--- config.mk ---
export PLATFORM = sky130hd
export DESIGN_NAME = link_config_command_handler
export DESIGN_NICKNAME = d
export VERILOG_FILES = /design/src/link_cfg_pkg.sv /design/src/link_config_command_handler.sv /design/src/cmd_frame_parser.sv /design/src/rsp_frame_builder.sv
export VERILOG_INCLUDE_DIRS = /design/src
export SDC_FILE = /design/constraint.sdc
export NUM_CORES = 1
export LEC_CHECK = 0
export BUFFER_PORTS_ARGS = -buffer_cell sky130_fd_sc_hd__clkbuf_2
export CORE_ASPECT_RATIO = 0.9
export CORE_MARGIN = 10
export CORE_UTILIZATION = 40
export DETAILED_ROUTE_END_ITERATION = 8
export SYNTH_ARGS = -nofsm -noshare
export SYNTH_HDL_FRONTEND = slang
export SYNTH_SLANG_ARGS = --single-unit
--- constraint.sdc ---
create_clock -name core_clk_in -period 2.05 [get_ports core_clk_in]
set_input_delay 0.41 -clock core_clk_in [delete_from_list [all_inputs] [get_ports core_clk_in]]
set_output_delay 0.41 -clock core_clk_in [all_outputs]
set_load 0.01 [all_outputs]
--- src/link_cfg_map.svh ---
// link_cfg_map.svh: byte offsets, bit positions, codes and reset values
// of the link configuration command handler.
// Assumes it is included by bare name from the package; the modules use its macros without including it.
`ifndef LINK_CFG_MAP_SVH
`define LINK_CFG_MAP_SVH

// ----------------------------------------------------------------------
// command codes
// ----------------------------------------------------------------------
`define CMD_AEN_ENABLE       8'h08
`define CMD_SET_LINK         8'h09

// ----------------------------------------------------------------------
// command frame byte positions
// ----------------------------------------------------------------------
`define IDX_SETTINGS_FIRST   6'h10
`define IDX_SETTINGS_LAST    6'h13
`define IDX_VENDOR_FIRST     6'h14
`define IDX_VENDOR_LAST      6'h17
`define IDX_CSUM_FIRST       6'h18
`define IDX_CSUM_LAST        6'h1B
`define IDX_MAX              6'h3F

// ----------------------------------------------------------------------
// response frame byte positions
// ----------------------------------------------------------------------
`define RSP_IDX_FIRST        6'h10
`define RSP_IDX_CSUM_FIRST   6'h14
`define RSP_IDX_PAD_FIRST    6'h18
`define RSP_IDX_LAST         6'h2D
`define RSP_WORD_BYTES       8
`define PAD_BYTE             8'h00

// ----------------------------------------------------------------------
// link settings word fields
// ----------------------------------------------------------------------
`define BIT_AUTONEG          0
`define SPEED_LSB            1
`define SPEED_MSB            4
`define BIT_HALF_DUPLEX      8
`define BIT_FULL_DUPLEX      9
`define BIT_PAUSE_SYM_OFF    10
`define BIT_PAUSE_ASYM       11
`define BIT_VENDOR_VALID     12

// ----------------------------------------------------------------------
// response and reason codes
// ----------------------------------------------------------------------
`define RSP_CODE_DONE        16'h0000
`define RSP_CODE_FAILED      16'h0001
`define REASON_NONE          16'h0000
`define REASON_BAD_PARAM     16'h0002

// ----------------------------------------------------------------------
// reset values
// ----------------------------------------------------------------------
`define RST_SPEED            4'h0
`define RST_DUPLEX           2'h0
`define RST_WORD             32'h0000_0000
`define RST_BYTE             8'h00
`define RST_IDX              6'h00

`endif

--- src/link_cfg_pkg.sv ---
// link_cfg_pkg.sv: types shared by the link configuration handler files.
// Assumes link_cfg_map.svh is on the include path.
`default_nettype none
package link_cfg_pkg;
	`include "link_cfg_map.svh"

	// handler sequence, gray coded along idle, check, apply, respond
	typedef enum logic [1:0] {
		ST_IDLE    = 2'h0,
		ST_CHECK   = 2'h1,
		ST_APPLY   = 2'h3,
		ST_RESPOND = 2'h2
	} hstate_t;

	typedef logic [3:0]  speed_t;
	typedef logic [1:0]  duplex_t;
	typedef logic [5:0]  bidx_t;
	typedef logic [31:0] word_t;
endpackage : link_cfg_pkg
`default_nettype wire

--- src/link_config_command_handler.sv ---
// link_config_command_handler.sv: decodes the link configuration command,
// checks forced settings, drives the link request and answers the controller.
// Assumes the header, checksum check and identifier match happen upstream;
// the command code is held steady on cmd_code_in while the frame arrives.
`default_nettype none
module link_config_command_handler
	import link_cfg_pkg::*;
(
	// clock and reset
	input  wire logic                core_clk_in,
	input  wire logic                rst_in,
	// command frame byte stream
	input  wire logic                rx_valid_in,
	input  wire logic [7:0]          rx_byte_in,
	input  wire logic                rx_last_in,
	input  wire logic [7:0]          cmd_code_in,
	// port capabilities
	input  link_cfg_pkg::speed_t     speed_supported_in,
	input  link_cfg_pkg::duplex_t    duplex_supported_in,
	// checksum for the response, from the checksum engine
	input  link_cfg_pkg::word_t      rsp_csum_in,
	// response byte stream
	input  wire logic                tx_ready_in,
	output logic                     tx_valid_out,
	output logic [7:0]               tx_byte_out,
	output link_cfg_pkg::bidx_t      tx_idx_out,
	output logic                     tx_last_out,
	// link configuration towards the phy manager
	output logic                     link_apply_out,
	output logic                     link_autoneg_out,
	output link_cfg_pkg::speed_t     link_speed_out,
	output link_cfg_pkg::duplex_t    link_duplex_out,
	output logic                     link_pause_sym_out,
	output logic                     link_pause_asym_out,
	output logic                     vendor_apply_out,
	output link_cfg_pkg::word_t      vendor_word_out,
	// status
	output logic                     busy_out,
	output logic                     cmd_dropped_out,
	output logic [15:0]              last_code_out,
	output logic [15:0]              last_reason_out
);
	// ------------------------------------------------------------------
	// command frame capture
	// ------------------------------------------------------------------
	logic  p_done;
	logic  p_long;
	word_t p_set;
	word_t p_ven;
	word_t p_csm;

	cmd_frame_parser u_parser (
		.core_clk_in     (core_clk_in),
		.rst_in          (rst_in),
		.rx_valid_in     (rx_valid_in),
		.rx_byte_in      (rx_byte_in),
		.rx_last_in      (rx_last_in),
		.done_out        (p_done),
		.long_enough_out (p_long),
		.settings_out    (p_set),
		.vendor_out      (p_ven),
		.csum_out        (p_csm)
	);

	// ------------------------------------------------------------------
	// settings decode
	// ------------------------------------------------------------------
	speed_t  req_speed;
	duplex_t req_duplex;
	logic    req_autoneg;
	logic    speed_one;
	logic    duplex_one;
	logic    forced_bad;

	// reserved bits 5-7 and 13-31 are never looked at
	assign req_autoneg = set_ff[`BIT_AUTONEG];
	assign req_speed   = set_ff[`SPEED_MSB:`SPEED_LSB];
	assign req_duplex  = {set_ff[`BIT_FULL_DUPLEX], set_ff[`BIT_HALF_DUPLEX]};

	// exactly one bit set and that bit supported
	assign speed_one  = (req_speed != `RST_SPEED)
		&& ((req_speed & (req_speed - 4'h1)) == `RST_SPEED)
		&& ((req_speed & ~speed_supported_in) == `RST_SPEED);
	assign duplex_one = (req_duplex != `RST_DUPLEX)
		&& (req_duplex != ~`RST_DUPLEX)
		&& ((req_duplex & ~duplex_supported_in) == `RST_DUPLEX);

	// only forced mode is checked; autoneg takes any mix of candidates
	assign forced_bad = !req_autoneg && (!speed_one || !duplex_one);

	// ------------------------------------------------------------------
	// handler sequence and captured command
	// ------------------------------------------------------------------
	hstate_t     st_ff, nxt_st;
	logic [7:0]  code_ff, nxt_code;
	word_t       set_ff, nxt_set;
	word_t       ven_ff, nxt_ven;
	logic [15:0] rcode_ff, nxt_rcode;
	logic [15:0] rreas_ff, nxt_rreas;
	logic        start_ff, nxt_start;
	logic        drop_ff, nxt_drop;
	logic        rsp_busy;

	// short set link frames and codes other than set link and AEN enable are left to other handlers
	always_comb begin
		nxt_st    = st_ff;
		nxt_code  = code_ff;
		nxt_set   = set_ff;
		nxt_ven   = ven_ff;
		nxt_rcode = rcode_ff;
		nxt_rreas = rreas_ff;
		nxt_start = 1'b0;
		nxt_drop  = 1'b0;
		case (st_ff)
			ST_IDLE: begin
				if (p_done && p_long && cmd_code_in == `CMD_SET_LINK) begin
					nxt_code = cmd_code_in;
					nxt_set  = p_set;
					nxt_ven  = p_ven;
					nxt_st   = ST_CHECK;
				end else if (p_done && cmd_code_in == `CMD_AEN_ENABLE) begin
					nxt_code  = cmd_code_in;
					nxt_rcode = `RSP_CODE_DONE;
					nxt_rreas = `REASON_NONE;
					nxt_st    = ST_RESPOND;
				end
			end
			ST_CHECK: begin
				if (forced_bad) begin
					nxt_rcode = `RSP_CODE_FAILED;
					nxt_rreas = `REASON_BAD_PARAM;
					nxt_st    = ST_RESPOND;
				end else begin
					nxt_rcode = `RSP_CODE_DONE;
					nxt_rreas = `REASON_NONE;
					nxt_st    = ST_APPLY;
				end
			end
			ST_APPLY: begin
				// hand off to the link and answer at once
				nxt_st = ST_RESPOND;
			end
			ST_RESPOND: begin
				if (!rsp_busy) begin
					nxt_start = 1'b1;
					nxt_st    = ST_IDLE;
				end
			end
			default: begin
				nxt_st = ST_IDLE;
			end
		endcase
		// a frame finishing while one is in hand is lost and flagged
		if (p_done && st_ff != ST_IDLE)
			nxt_drop = 1'b1;
	end

	always_ff @(posedge core_clk_in) begin
		if (rst_in) begin
			st_ff    <= ST_IDLE;
			code_ff  <= `RST_BYTE;
			set_ff   <= `RST_WORD;
			ven_ff   <= `RST_WORD;
			rcode_ff <= `RSP_CODE_DONE;
			rreas_ff <= `REASON_NONE;
			start_ff <= 1'b0;
			drop_ff  <= 1'b0;
		end else begin
			st_ff    <= nxt_st;
			code_ff  <= nxt_code;
			set_ff   <= nxt_set;
			ven_ff   <= nxt_ven;
			rcode_ff <= nxt_rcode;
			rreas_ff <= nxt_rreas;
			start_ff <= nxt_start;
			drop_ff  <= nxt_drop;
		end
	end

	// ------------------------------------------------------------------
	// link configuration outputs
	// ------------------------------------------------------------------
	logic    apply_ff, nxt_apply;
	logic    an_ff, nxt_an;
	speed_t  spd_ff, nxt_spd;
	duplex_t dup_ff, nxt_dup;
	logic    psym_ff, nxt_psym;
	logic    pasym_ff, nxt_pasym;
	logic    vapp_ff, nxt_vapp;
	word_t   vword_ff, nxt_vword;

	// settings are held until the next accepted command; apply is a pulse
	always_comb begin
		nxt_apply = 1'b0;
		nxt_an    = an_ff;
		nxt_spd   = spd_ff;
		nxt_dup   = dup_ff;
		nxt_psym  = psym_ff;
		nxt_pasym = pasym_ff;
		nxt_vapp  = 1'b0;
		nxt_vword = vword_ff;
		if (st_ff == ST_APPLY) begin
			nxt_apply = 1'b1;
			nxt_an    = req_autoneg;
			// autoneg advertises every supported candidate asked for
			nxt_spd   = req_autoneg ? (req_speed & speed_supported_in) : req_speed;
			nxt_dup   = req_autoneg ? (req_duplex & duplex_supported_in) : req_duplex;
			nxt_psym  = !set_ff[`BIT_PAUSE_SYM_OFF];
			nxt_pasym = set_ff[`BIT_PAUSE_ASYM];
			if (set_ff[`BIT_VENDOR_VALID]) begin
				nxt_vapp  = 1'b1;
				nxt_vword = ven_ff; // untouched while bit 12 is clear
			end
		end
	end

	always_ff @(posedge core_clk_in) begin
		if (rst_in) begin
			apply_ff <= 1'b0;
			an_ff    <= 1'b0;
			spd_ff   <= `RST_SPEED;
			dup_ff   <= `RST_DUPLEX;
			psym_ff  <= 1'b0;
			pasym_ff <= 1'b0;
			vapp_ff  <= 1'b0;
			vword_ff <= `RST_WORD;
		end else begin
			apply_ff <= nxt_apply;
			an_ff    <= nxt_an;
			spd_ff   <= nxt_spd;
			dup_ff   <= nxt_dup;
			psym_ff  <= nxt_psym;
			pasym_ff <= nxt_pasym;
			vapp_ff  <= nxt_vapp;
			vword_ff <= nxt_vword;
		end
	end

	// ------------------------------------------------------------------
	// response frame
	// ------------------------------------------------------------------
	rsp_frame_builder u_rsp (
		.core_clk_in  (core_clk_in),
		.rst_in       (rst_in),
		.start_in     (start_ff),
		.code_in      (rcode_ff),
		.reason_in    (rreas_ff),
		.csum_in      (rsp_csum_in),
		.tx_ready_in  (tx_ready_in),
		.tx_valid_out (tx_valid_out),
		.tx_byte_out  (tx_byte_out),
		.tx_idx_out   (tx_idx_out),
		.tx_last_out  (tx_last_out),
		.busy_out     (rsp_busy)
	);

	// ------------------------------------------------------------------
	// status
	// ------------------------------------------------------------------
	logic busy_ff, nxt_busy;

	// busy also covers the start pulse cycle but drops for the one cycle after it, before rsp_busy shows
	always_comb begin
		nxt_busy = (nxt_st != ST_IDLE) || nxt_start || rsp_busy;
	end

	always_ff @(posedge core_clk_in) begin
		if (rst_in) begin
			busy_ff <= 1'b0;
		end else begin
			busy_ff <= nxt_busy;
		end
	end

	assign link_apply_out      = apply_ff;
	assign link_autoneg_out    = an_ff;
	assign link_speed_out      = spd_ff;
	assign link_duplex_out     = dup_ff;
	assign link_pause_sym_out  = psym_ff;
	assign link_pause_asym_out = pasym_ff;
	assign vendor_apply_out    = vapp_ff;
	assign vendor_word_out     = vword_ff;
	assign busy_out            = busy_ff;
	assign cmd_dropped_out     = drop_ff;
	assign last_code_out       = rcode_ff;
	assign last_reason_out     = rreas_ff;
endmodule : link_config_command_handler
`default_nettype wire

--- src/cmd_frame_parser.sv ---
// cmd_frame_parser.sv: pulls the settings, vendor and checksum words out of
// an incoming command frame byte stream.
// Assumes one byte per valid cycle, first byte is byte 0 of the frame.
`default_nettype none
module cmd_frame_parser
	import link_cfg_pkg::*;
(
	// clock and reset
	input  wire logic                core_clk_in,
	input  wire logic                rst_in,
	// frame byte stream
	input  wire logic                rx_valid_in,
	input  wire logic [7:0]          rx_byte_in,
	input  wire logic                rx_last_in,
	// extracted fields
	output logic                     done_out,
	output logic                     long_enough_out,
	output link_cfg_pkg::word_t      settings_out,
	output link_cfg_pkg::word_t      vendor_out,
	output link_cfg_pkg::word_t      csum_out
);
	// ------------------------------------------------------------------
	// byte position and field capture
	// ------------------------------------------------------------------
	bidx_t idx_ff, nxt_idx;
	logic  done_ff, nxt_done;
	logic  long_ff, nxt_long;
	word_t set_ff, nxt_set;
	word_t ven_ff, nxt_ven;
	word_t csm_ff, nxt_csm;

	// fields are big endian; bytes past the checksum are pad and dropped
	always_comb begin
		nxt_idx  = idx_ff;
		nxt_done = 1'b0;
		nxt_long = long_ff;
		nxt_set  = set_ff;
		nxt_ven  = ven_ff;
		nxt_csm  = csm_ff;
		if (rx_valid_in) begin
			if (idx_ff >= `IDX_SETTINGS_FIRST && idx_ff <= `IDX_SETTINGS_LAST)
				nxt_set = {set_ff[23:0], rx_byte_in};
			if (idx_ff >= `IDX_VENDOR_FIRST && idx_ff <= `IDX_VENDOR_LAST)
				nxt_ven = {ven_ff[23:0], rx_byte_in};
			if (idx_ff >= `IDX_CSUM_FIRST && idx_ff <= `IDX_CSUM_LAST)
				nxt_csm = {csm_ff[23:0], rx_byte_in};
			if (idx_ff != `IDX_MAX)
				nxt_idx = idx_ff + 6'h01; // saturates so long pad cannot wrap
			if (rx_last_in) begin
				nxt_done = 1'b1;
				nxt_long = (idx_ff >= `IDX_CSUM_LAST);
				nxt_idx  = `RST_IDX;
			end
		end
	end

	always_ff @(posedge core_clk_in) begin
		if (rst_in) begin
			idx_ff  <= `RST_IDX;
			done_ff <= 1'b0;
			long_ff <= 1'b0;
			set_ff  <= `RST_WORD;
			ven_ff  <= `RST_WORD;
			csm_ff  <= `RST_WORD;
		end else begin
			idx_ff  <= nxt_idx;
			done_ff <= nxt_done;
			long_ff <= nxt_long;
			set_ff  <= nxt_set;
			ven_ff  <= nxt_ven;
			csm_ff  <= nxt_csm;
		end
	end

	assign done_out        = done_ff;
	assign long_enough_out = long_ff;
	assign settings_out    = set_ff;
	assign vendor_out      = ven_ff;
	assign csum_out        = csm_ff;
endmodule : cmd_frame_parser
`default_nettype wire

--- src/rsp_frame_builder.sv ---
// rsp_frame_builder.sv: emits bytes 16 to 45 of a response frame: code,
// reason, checksum, then zero pad.
// Assumes the header bytes are sent by the surrounding channel logic.
`default_nettype none
module rsp_frame_builder
	import link_cfg_pkg::*;
(
	// clock and reset
	input  wire logic                core_clk_in,
	input  wire logic                rst_in,
	// load
	input  wire logic                start_in,
	input  wire logic [15:0]         code_in,
	input  wire logic [15:0]         reason_in,
	input  link_cfg_pkg::word_t      csum_in,
	// byte stream
	input  wire logic                tx_ready_in,
	output logic                     tx_valid_out,
	output logic [7:0]               tx_byte_out,
	output link_cfg_pkg::bidx_t      tx_idx_out,
	output logic                     tx_last_out,
	output logic                     busy_out
);
	// ------------------------------------------------------------------
	// response word bytes and output stage
	// ------------------------------------------------------------------
	logic [7:0] word_bytes [`RSP_WORD_BYTES];
	logic [63:0] word_ff, nxt_word;
	bidx_t      idx_ff, nxt_idx;
	logic       val_ff, nxt_val;
	logic [7:0] byte_ff, nxt_byte;
	logic       last_ff, nxt_last;

	// one byte lane per entry of the code, reason and checksum word
	genvar k;
	generate
		for (k = 0; k < `RSP_WORD_BYTES; k++) begin : g_lane
			assign word_bytes[k] = nxt_word[(`RSP_WORD_BYTES - 1 - k) * 8 +: 8];
		end
	endgenerate

	// output holds until taken; pad bytes read as zero
	always_comb begin
		nxt_word = word_ff;
		nxt_idx  = idx_ff;
		nxt_val  = val_ff;
		nxt_byte = byte_ff;
		nxt_last = last_ff;
		if (!val_ff && start_in) begin
			nxt_word = {code_in, reason_in, csum_in};
			nxt_idx  = `RSP_IDX_FIRST;
			nxt_val  = 1'b1;
		end else if (val_ff && tx_ready_in) begin
			if (last_ff) begin
				nxt_val = 1'b0;
			end else begin
				nxt_idx = idx_ff + 6'h01;
			end
		end
		nxt_last = nxt_val && (nxt_idx == `RSP_IDX_LAST);
		if (nxt_idx < `RSP_IDX_PAD_FIRST)
			nxt_byte = word_bytes[3'(nxt_idx - `RSP_IDX_FIRST)];
		else
			nxt_byte = `PAD_BYTE;
	end

	always_ff @(posedge core_clk_in) begin
		if (rst_in) begin
			word_ff <= {`RST_WORD, `RST_WORD};
			idx_ff  <= `RST_IDX;
			val_ff  <= 1'b0;
			byte_ff <= `RST_BYTE;
			last_ff <= 1'b0;
		end else begin
			word_ff <= nxt_word;
			idx_ff  <= nxt_idx;
			val_ff  <= nxt_val;
			byte_ff <= nxt_byte;
			last_ff <= nxt_last;
		end
	end

	assign tx_valid_out = val_ff;
	assign tx_byte_out  = byte_ff;
	assign tx_idx_out   = idx_ff;
	assign tx_last_out  = last_ff;
	assign busy_out     = val_ff;
endmodule : rsp_frame_builder
`default_nettype wire

==> flow_metrics.env, run 1 <==
export IMPL_crit_required_ps=2420
export IMPL_hold_viol=0
export IMPL_p_leak_nw=3.79
export IMPL_area_growth_pct=19.3
export IMPL_postCtsSetupBuffers=0
export IMPL_clock_skew_ps=20.4
export IMPL_synth_main_ff_cell="dfxtp_1"
export IMPL_route_met3_wl_um=1000
export IMPL_tns_ps=0
export IMPL_vias=6975
export IMPL_port_buffers=121
export IMPL_vias_per_cell=4.83
export IMPL_clk_path_buf_depth=3
export IMPL_rsz0062_at_grt="false"
export IMPL_dieHeight_um=159
export IMPL_ir_drop_uv=547
export IMPL_clock_fmax_mhz=529
export IMPL_fin_crit_ps=1890
export IMPL_root_buffer="clkbuf_16"
export IMPL_ctsHoldBuffers=0
export IMPL_ys_ff_latch=221
export IMPL_hp_start="rx_byte_in[7]"
export IMPL_synth_top_area_share=0.514
export IMPL_crit_type="flip-flop to flip-flop"
export IMPL_synth_cell_types=62
export IMPL_nets=1204
export IMPL_dr_pass1_iters=5
export IMPL_wl_met1_um=9760
export IMPL_antenna_left=0
export IMPL_finalPower_w=0.00882
export IMPL_boundaryPins=152
export IMPL_highest_layer="met4"
export IMPL_drt_iter0_markers=379
export IMPL_ff2ff_setup_slack_ps=160
export IMPL_clk_latency_ps=520
export IMPL_dp_hpwl_um=14300
export IMPL_cp_end_kind="flip-flop"
export IMPL_grt_use_total=0.146
export IMPL_routed_wl_um=21400
export IMPL_synth_edf_count=0
export IMPL_antenna_cells=0
export IMPL_grt_max_degree=107
export IMPL_netlist_top_cells_area="dfxtp_1 (51%), nand2_1 (14%), a21oi_1 (9.5%)"
export IMPL_core_region_area_mm2=0.0210
export IMPL_hold_class="input port to flip-flop"
export IMPL_yosysTopAreaCell="dfxtp_1"
export IMPL_min_path_cells=3
export IMPL_max_slew_margin=0.663
export IMPL_synth_area_mm2=0.00862
export IMPL_ys_seq_area_frac=0.514
export IMPL_gr_total_overflow=0
export IMPL_p_per_area_mw_per_mm2=858
export IMPL_setup_viol=0
export IMPL_cts_tree="yes"
export IMPL_worstRegToRegCells=7
export IMPL_htree_levels=1
export IMPL_fin_crit_sh=0.922
export IMPL_cts_reportedPaths_clkPinSlew_ps=60
export IMPL_crit_fanout=28
export IMPL_dieArea_mm2=0.0278
export IMPL_die_x_um=175
export IMPL_globalplace_congestion=0.801
export IMPL_postSynthCellCount=1035
export IMPL_wl_per_cell_um=14.8
export IMPL_antenna_found_initial=0
export IMPL_drive_gt1_frac=0.180
export IMPL_start_util=0.410
export IMPL_cap_violations=0
export IMPL_utilization=0.489
export IMPL_startpoint_type="flip-flop"
export IMPL_wl_met2_um=10300
export IMPL_worst_pin_slew_ps=506
export IMPL_grt_pass1_wl_um=34900
export IMPL_async_flop_share=0
export IMPL_drc=0
export IMPL_r2r_start="u_rsp.busy_out"
export IMPL_cts_buffers=24
export IMPL_syn_area_per_cell_um2=8.32
export IMPL_ys_warn_count=0
export IMPL_worstPathArrival_ps=2260
export IMPL_final_common_cell="nand2_1"
export IMPL_maxSlewViolCount=0
export IMPL_layout_common_cells="nand2_1 (312), dfxtp_1 (220), a21oi_1 (164)"
export IMPL_grt_pass1_vias=6749
export IMPL_clock_sinks=221
export IMPL_r2r_end="u_rsp.tx_byte_out[7]"
export IMPL_status="complete, no violations"
export IMPL_whs_endpoint="u_parser.vendor_out[7]"
export IMPL_ctsResizeCount=0
export IMPL_rows=50
cells in the mapped netlist (9+ instances only):
| cell | n |
|---|---|
| nor3_1 | 21 |
| buf_2 | 9 |
| buf_4 | 32 |
| a21oi_1 | 164 |
| dfxtp_1 | 221 |
| and2_1 | 34 |
| nand2_1 | 312 |
| o21ai_0 | 12 |
| mux2i_1 | 24 |
| nor2_1 | 41 |
| clkbuf_1 | 45 |
| nand2b_1 | 11 |
| nand3_1 | 10 |
how the worst max path moves through the flow:
stage,depth (start not counted),to,startpoint
floorplan,7,u_rsp.tx_byte_out[0],u_rsp.tx_idx_out[0]
global placement,8,u_rsp.tx_byte_out[1],tx_ready_in
detailed placement,7,u_rsp.tx_byte_out[1],u_rsp.tx_idx_out[0]
CTS,7,u_rsp.tx_byte_out[1],u_rsp.tx_idx_out[1]
global route,7,u_rsp.tx_byte_out[7],u_rsp.busy_out
finish,7,u_rsp.tx_byte_out[7],u_rsp.busy_out
per-stage QoR:
stage                     setup WS, ps  std cells  instance area, µm²  hold slack, ps
after floorplan                    170       1064                8720             413
after global placement             128       1402                9460             434
after detailed placement          91.5       1402                9460             432
after CTS                         67.8       1445               10300             100
after global routing              29.2       1445               10300             121
final                              160       1445               10300             121
logic make-up (layout without fill, tap and decap cells):
family                   Yosys count  after routing  synth area share
AND/OR/NAND/NOR                  460            460             0.234
flip-flops                       221            221             0.514
AO/OA/AOI/OAI                    214            214             0.144
buffers and inverters            104            199            0.0675
multiplexers                      26             26            0.0305
XOR/XNOR                           6              6           0.00610
adder cells (fa/ha/maj)            3              3           0.00436
other                              1             30          0.000435
per-layer routing:
layer / up-vias / global-route usage
met3: 30 / 0.0336
met5: - / 0
met4: 0 / 0.0312
met1: 3225 / 0.183
li1: 3594 / -
met2: 126 / 0.248
power breakdown:
group | total (W) | switching (W) | internal (W)
sequential | 0.00430 | 0.00000208 | 0.00430
combinational | 0.000192 | 0.000131 | 0.0000607
clock | 0.00433 | 0.00173 | 0.00260
total | 0.00882 | 0.00186 | 0.00696
worst max-delay path, cell delays in order, from the launching register on:
cell,delay (ps)
dfxtp_2,370
nor2_1,270
a21o_1,200
a32o_1,200
buf_12,200
mux2i_1,250
o22a_1,180
a21oi_1,60
area by class of cell:
| cell class | instances | area (µm²) |
|---|---|---|
| Clock inverter | 7 | 75.1 |
| Clock buffer | 36 | 736 |
| Sequential cell | 221 | 4430 |
| Multi-Input combinational cell | 739 | 3750 |
| Inverter | 6 | 22.5 |
| Timing Repair Buffer | 150 | 913 |
| Fill cell | 2122 | 10700 |
| Tap cell | 286 | 358 |
state kept, by name (all words and copies together), names as in the netlist, 2 cells and up:
name / count
u_rsp.word_ff: 64
u_parser.idx_ff: 6
ven_ff: 32
u_rsp.tx_idx_out: 6
u_parser.vendor_out: 32
st_ff: 2
u_parser.settings_out: 10
set_ff: 10
vendor_word_out: 32
u_rsp.tx_byte_out: 8
link_duplex_out: 2
link_speed_out: 4
Power figures use the tool's default switching activity.
==> inputs of run 2 (changes only) <==
--- a/config.mk
+++ b/config.mk
@@ -11,6 +11,7 @@
 export CORE_MARGIN = 10
 export CORE_UTILIZATION = 40
 export DETAILED_ROUTE_END_ITERATION = 8
+export GPL_TIMING_DRIVEN = 0
 export SYNTH_ARGS = -nofsm -noshare
 export SYNTH_HDL_FRONTEND = slang
 export SYNTH_SLANG_ARGS = --single-unit
==> flow_metrics.env, run 2 (same netlist as run 1, synthesis figures left out) <==
export IMPL_root_buffer="clkbuf_16"
export IMPL_htree_levels=1
export IMPL_grt_max_degree=14
export IMPL_netSwitchingFraction=0.217
export IMPL_crit_start="u_rsp.tx_idx_out[0]"
export IMPL_dieArea_mm2=0.0278
export IMPL_cts_tree="yes"
export IMPL_grt_pass1_vias=7241
export IMPL_rows=50
export IMPL_grt_pass1_wl_um=38000
export IMPL_core_region_area_mm2=0.0210
export IMPL_crit_fanout=8
export IMPL_nets=1272
export IMPL_setup_viol=0
export IMPL_drive_gt1_frac=0.191
export IMPL_intPower_w=0.00679
export IMPL_final_common_cell="nand2_1"
export IMPL_ctsHoldBuffers=0
export IMPL_antenna_left=0
export IMPL_postCtsSetupBuffers=0
export IMPL_finalPower_w=0.00868
export IMPL_vias_per_cell=4.79
export IMPL_p_comb_frac=0.029
export IMPL_cts_reportedPaths_clkPinSlew_ps=60
export IMPL_gr_total_overflow=0
export IMPL_setup_slack_ps=43.6
export IMPL_worstRegToRegCells=7
export IMPL_hold_viol=0
export IMPL_clock_sinks=221
export IMPL_fin_crit_ps=2010
export IMPL_clock_power_share=0.476
export IMPL_ir_drop_uv=522
export IMPL_switchingPower_w=0.00189
export IMPL_layout_common_cells="nand2_1 (312), dfxtp_1 (217), a21oi_1 (164)"
export IMPL_hold_class="input port to flip-flop"
export IMPL_clock_skew_ps=18.6
export IMPL_start_util=0.410
export IMPL_cp_endpoint="u_rsp.tx_byte_out[7]"
export IMPL_grt_use_total=0.162
export IMPL_p_per_area_mw_per_mm2=826
export IMPL_largest_register="u_rsp.word_ff"
export IMPL_cp_end_kind="flip-flop"
export IMPL_n_fill_cell=2149
export IMPL_dpl_cell_count=1470
export IMPL_hp_start="rsp_csum_in[2]"
export IMPL_cts_buffers=24
export IMPL_antenna_cells=0
export IMPL_routed_wl_um=23400
export IMPL_max_stage_delay_ps=430
export IMPL_drt_iter0_markers=405
export IMPL_port_buffers=120
export IMPL_drc=0
export IMPL_maxSlewViolCount=0
export IMPL_worstPathArrival_ps=2420
export IMPL_crit_required_ps=2470
export IMPL_seq_power_share=0.495
export IMPL_die_x_um=175
export IMPL_max_slew_margin=0.529
export IMPL_dieHeight_um=159
export IMPL_area_growth_pct=21.9
export IMPL_r2r_end="u_rsp.tx_byte_out[7]"
export IMPL_dp_hpwl_um=17100
export IMPL_clk_path_buf_depth=3
export IMPL_cap_violations=0
export IMPL_clock_fmax_mhz=498
export IMPL_path_cells="ha_4 -> nand2b_1 -> a211o_1 -> o21ai_1 -> a32oi_4 -> o32a_1 -> a21oi_1"
export IMPL_wl_per_cell_um=15.5
export IMPL_pre_cts_slack_ps=-364
export IMPL_dr_pass1_iters=5
export IMPL_crit_slowest_cell="o32a_1"
export IMPL_worst_pin_slew_ps=707
export IMPL_p_leak_nw=3.93
export IMPL_boundaryPins=152
export IMPL_largest_reg_flops=64
export IMPL_ff2ff_setup_slack_ps=40
export IMPL_startpoint_type="flip-flop"
export IMPL_final_cells=1513
export IMPL_clk_latency_ps=520
export IMPL_antenna_found_initial=0
export IMPL_r2r_start="u_rsp.tx_idx_out[0]"
export IMPL_vias=7243
export IMPL_fin_crit_sh=0.979
export IMPL_crit_type="flip-flop to flip-flop"
export IMPL_status="complete, no violations"
export IMPL_rsz0062_at_grt="false"
export IMPL_globalplace_congestion=0.824
## run 2: routing by layer
metal  GRT usage  part of all wire  vias to the layer above  wire [µm]
met2       0.275              0.48                      158      11100
met5           0                 0                        -          0
met4      0.0404             0.021                        0        489
li1            -                 -                     3737          -
met3      0.0343             0.057                       32       1330
met1       0.204              0.45                     3316      10500
## run 2: critical path: cells and delay by family (launching register included)
kind,cells,cell delay [ps]
adder cells (fa/ha/maj),1,200
AO/OA/AOI/OAI,5,1180
AND/OR/NAND/NOR,1,160
flip-flops,1,370
## run 2: power groups by stage
stage,clock network (W),logic (W),registers [W]
detailed placement,0,0.000249,0.00439
global placement,0,0.000250,0.00439
global route,0.00442,0.000279,0.00430
finish,0.00413,0.000253,0.00430
floorplan,0,0.000140,0.00439
CTS,0.00423,0.000250,0.00430
## run 2: final cells by class
cell class	instances	area (µm²)	area share
clock inverter	10	90.1	0.00857
multi-input combinational	739	3780	0.359
timing repair buffer	120	601	0.0572
clock buffer	33	664	0.0632
buffer	98	566	0.0538
sequential	221	4430	0.422
tap	286	358	0.0341
inverter	6	22.5	0.00214
## run 2: worst min path at each step
stage                     depth (start not counted)                 end
after floorplan                                   1  link_pause_sym_out
after global placement                            1  link_pause_sym_out
after detailed placement                          1  link_pause_sym_out
after CTS                                         3    u_rsp.word_ff[2]
after global routing                              3    u_rsp.word_ff[2]
final                                             3    u_rsp.word_ff[2]
## run 2: repair_timing
item,in CTS,in global routing
gates resized for setup,8,10
pin swaps,0,2
hold endpoints to repair,0,0
setup endpoints to repair,8,101
## run 2: stage by stage
stage | cell area, µm² | utilization | hold WS (ps) | TNS, ps
after CTS | 10500 | 0.498 | 90.1 | 0
final | 10500 | 0.500 | 110 | 0
after global routing | 10500 | 0.500 | 95.6 | 0
after detailed placement | 9680 | 0.461 | 439 | -13780
after floorplan | 8720 | - | 413 | 0
after global placement | 9680 | 0.461 | 420 | -13200
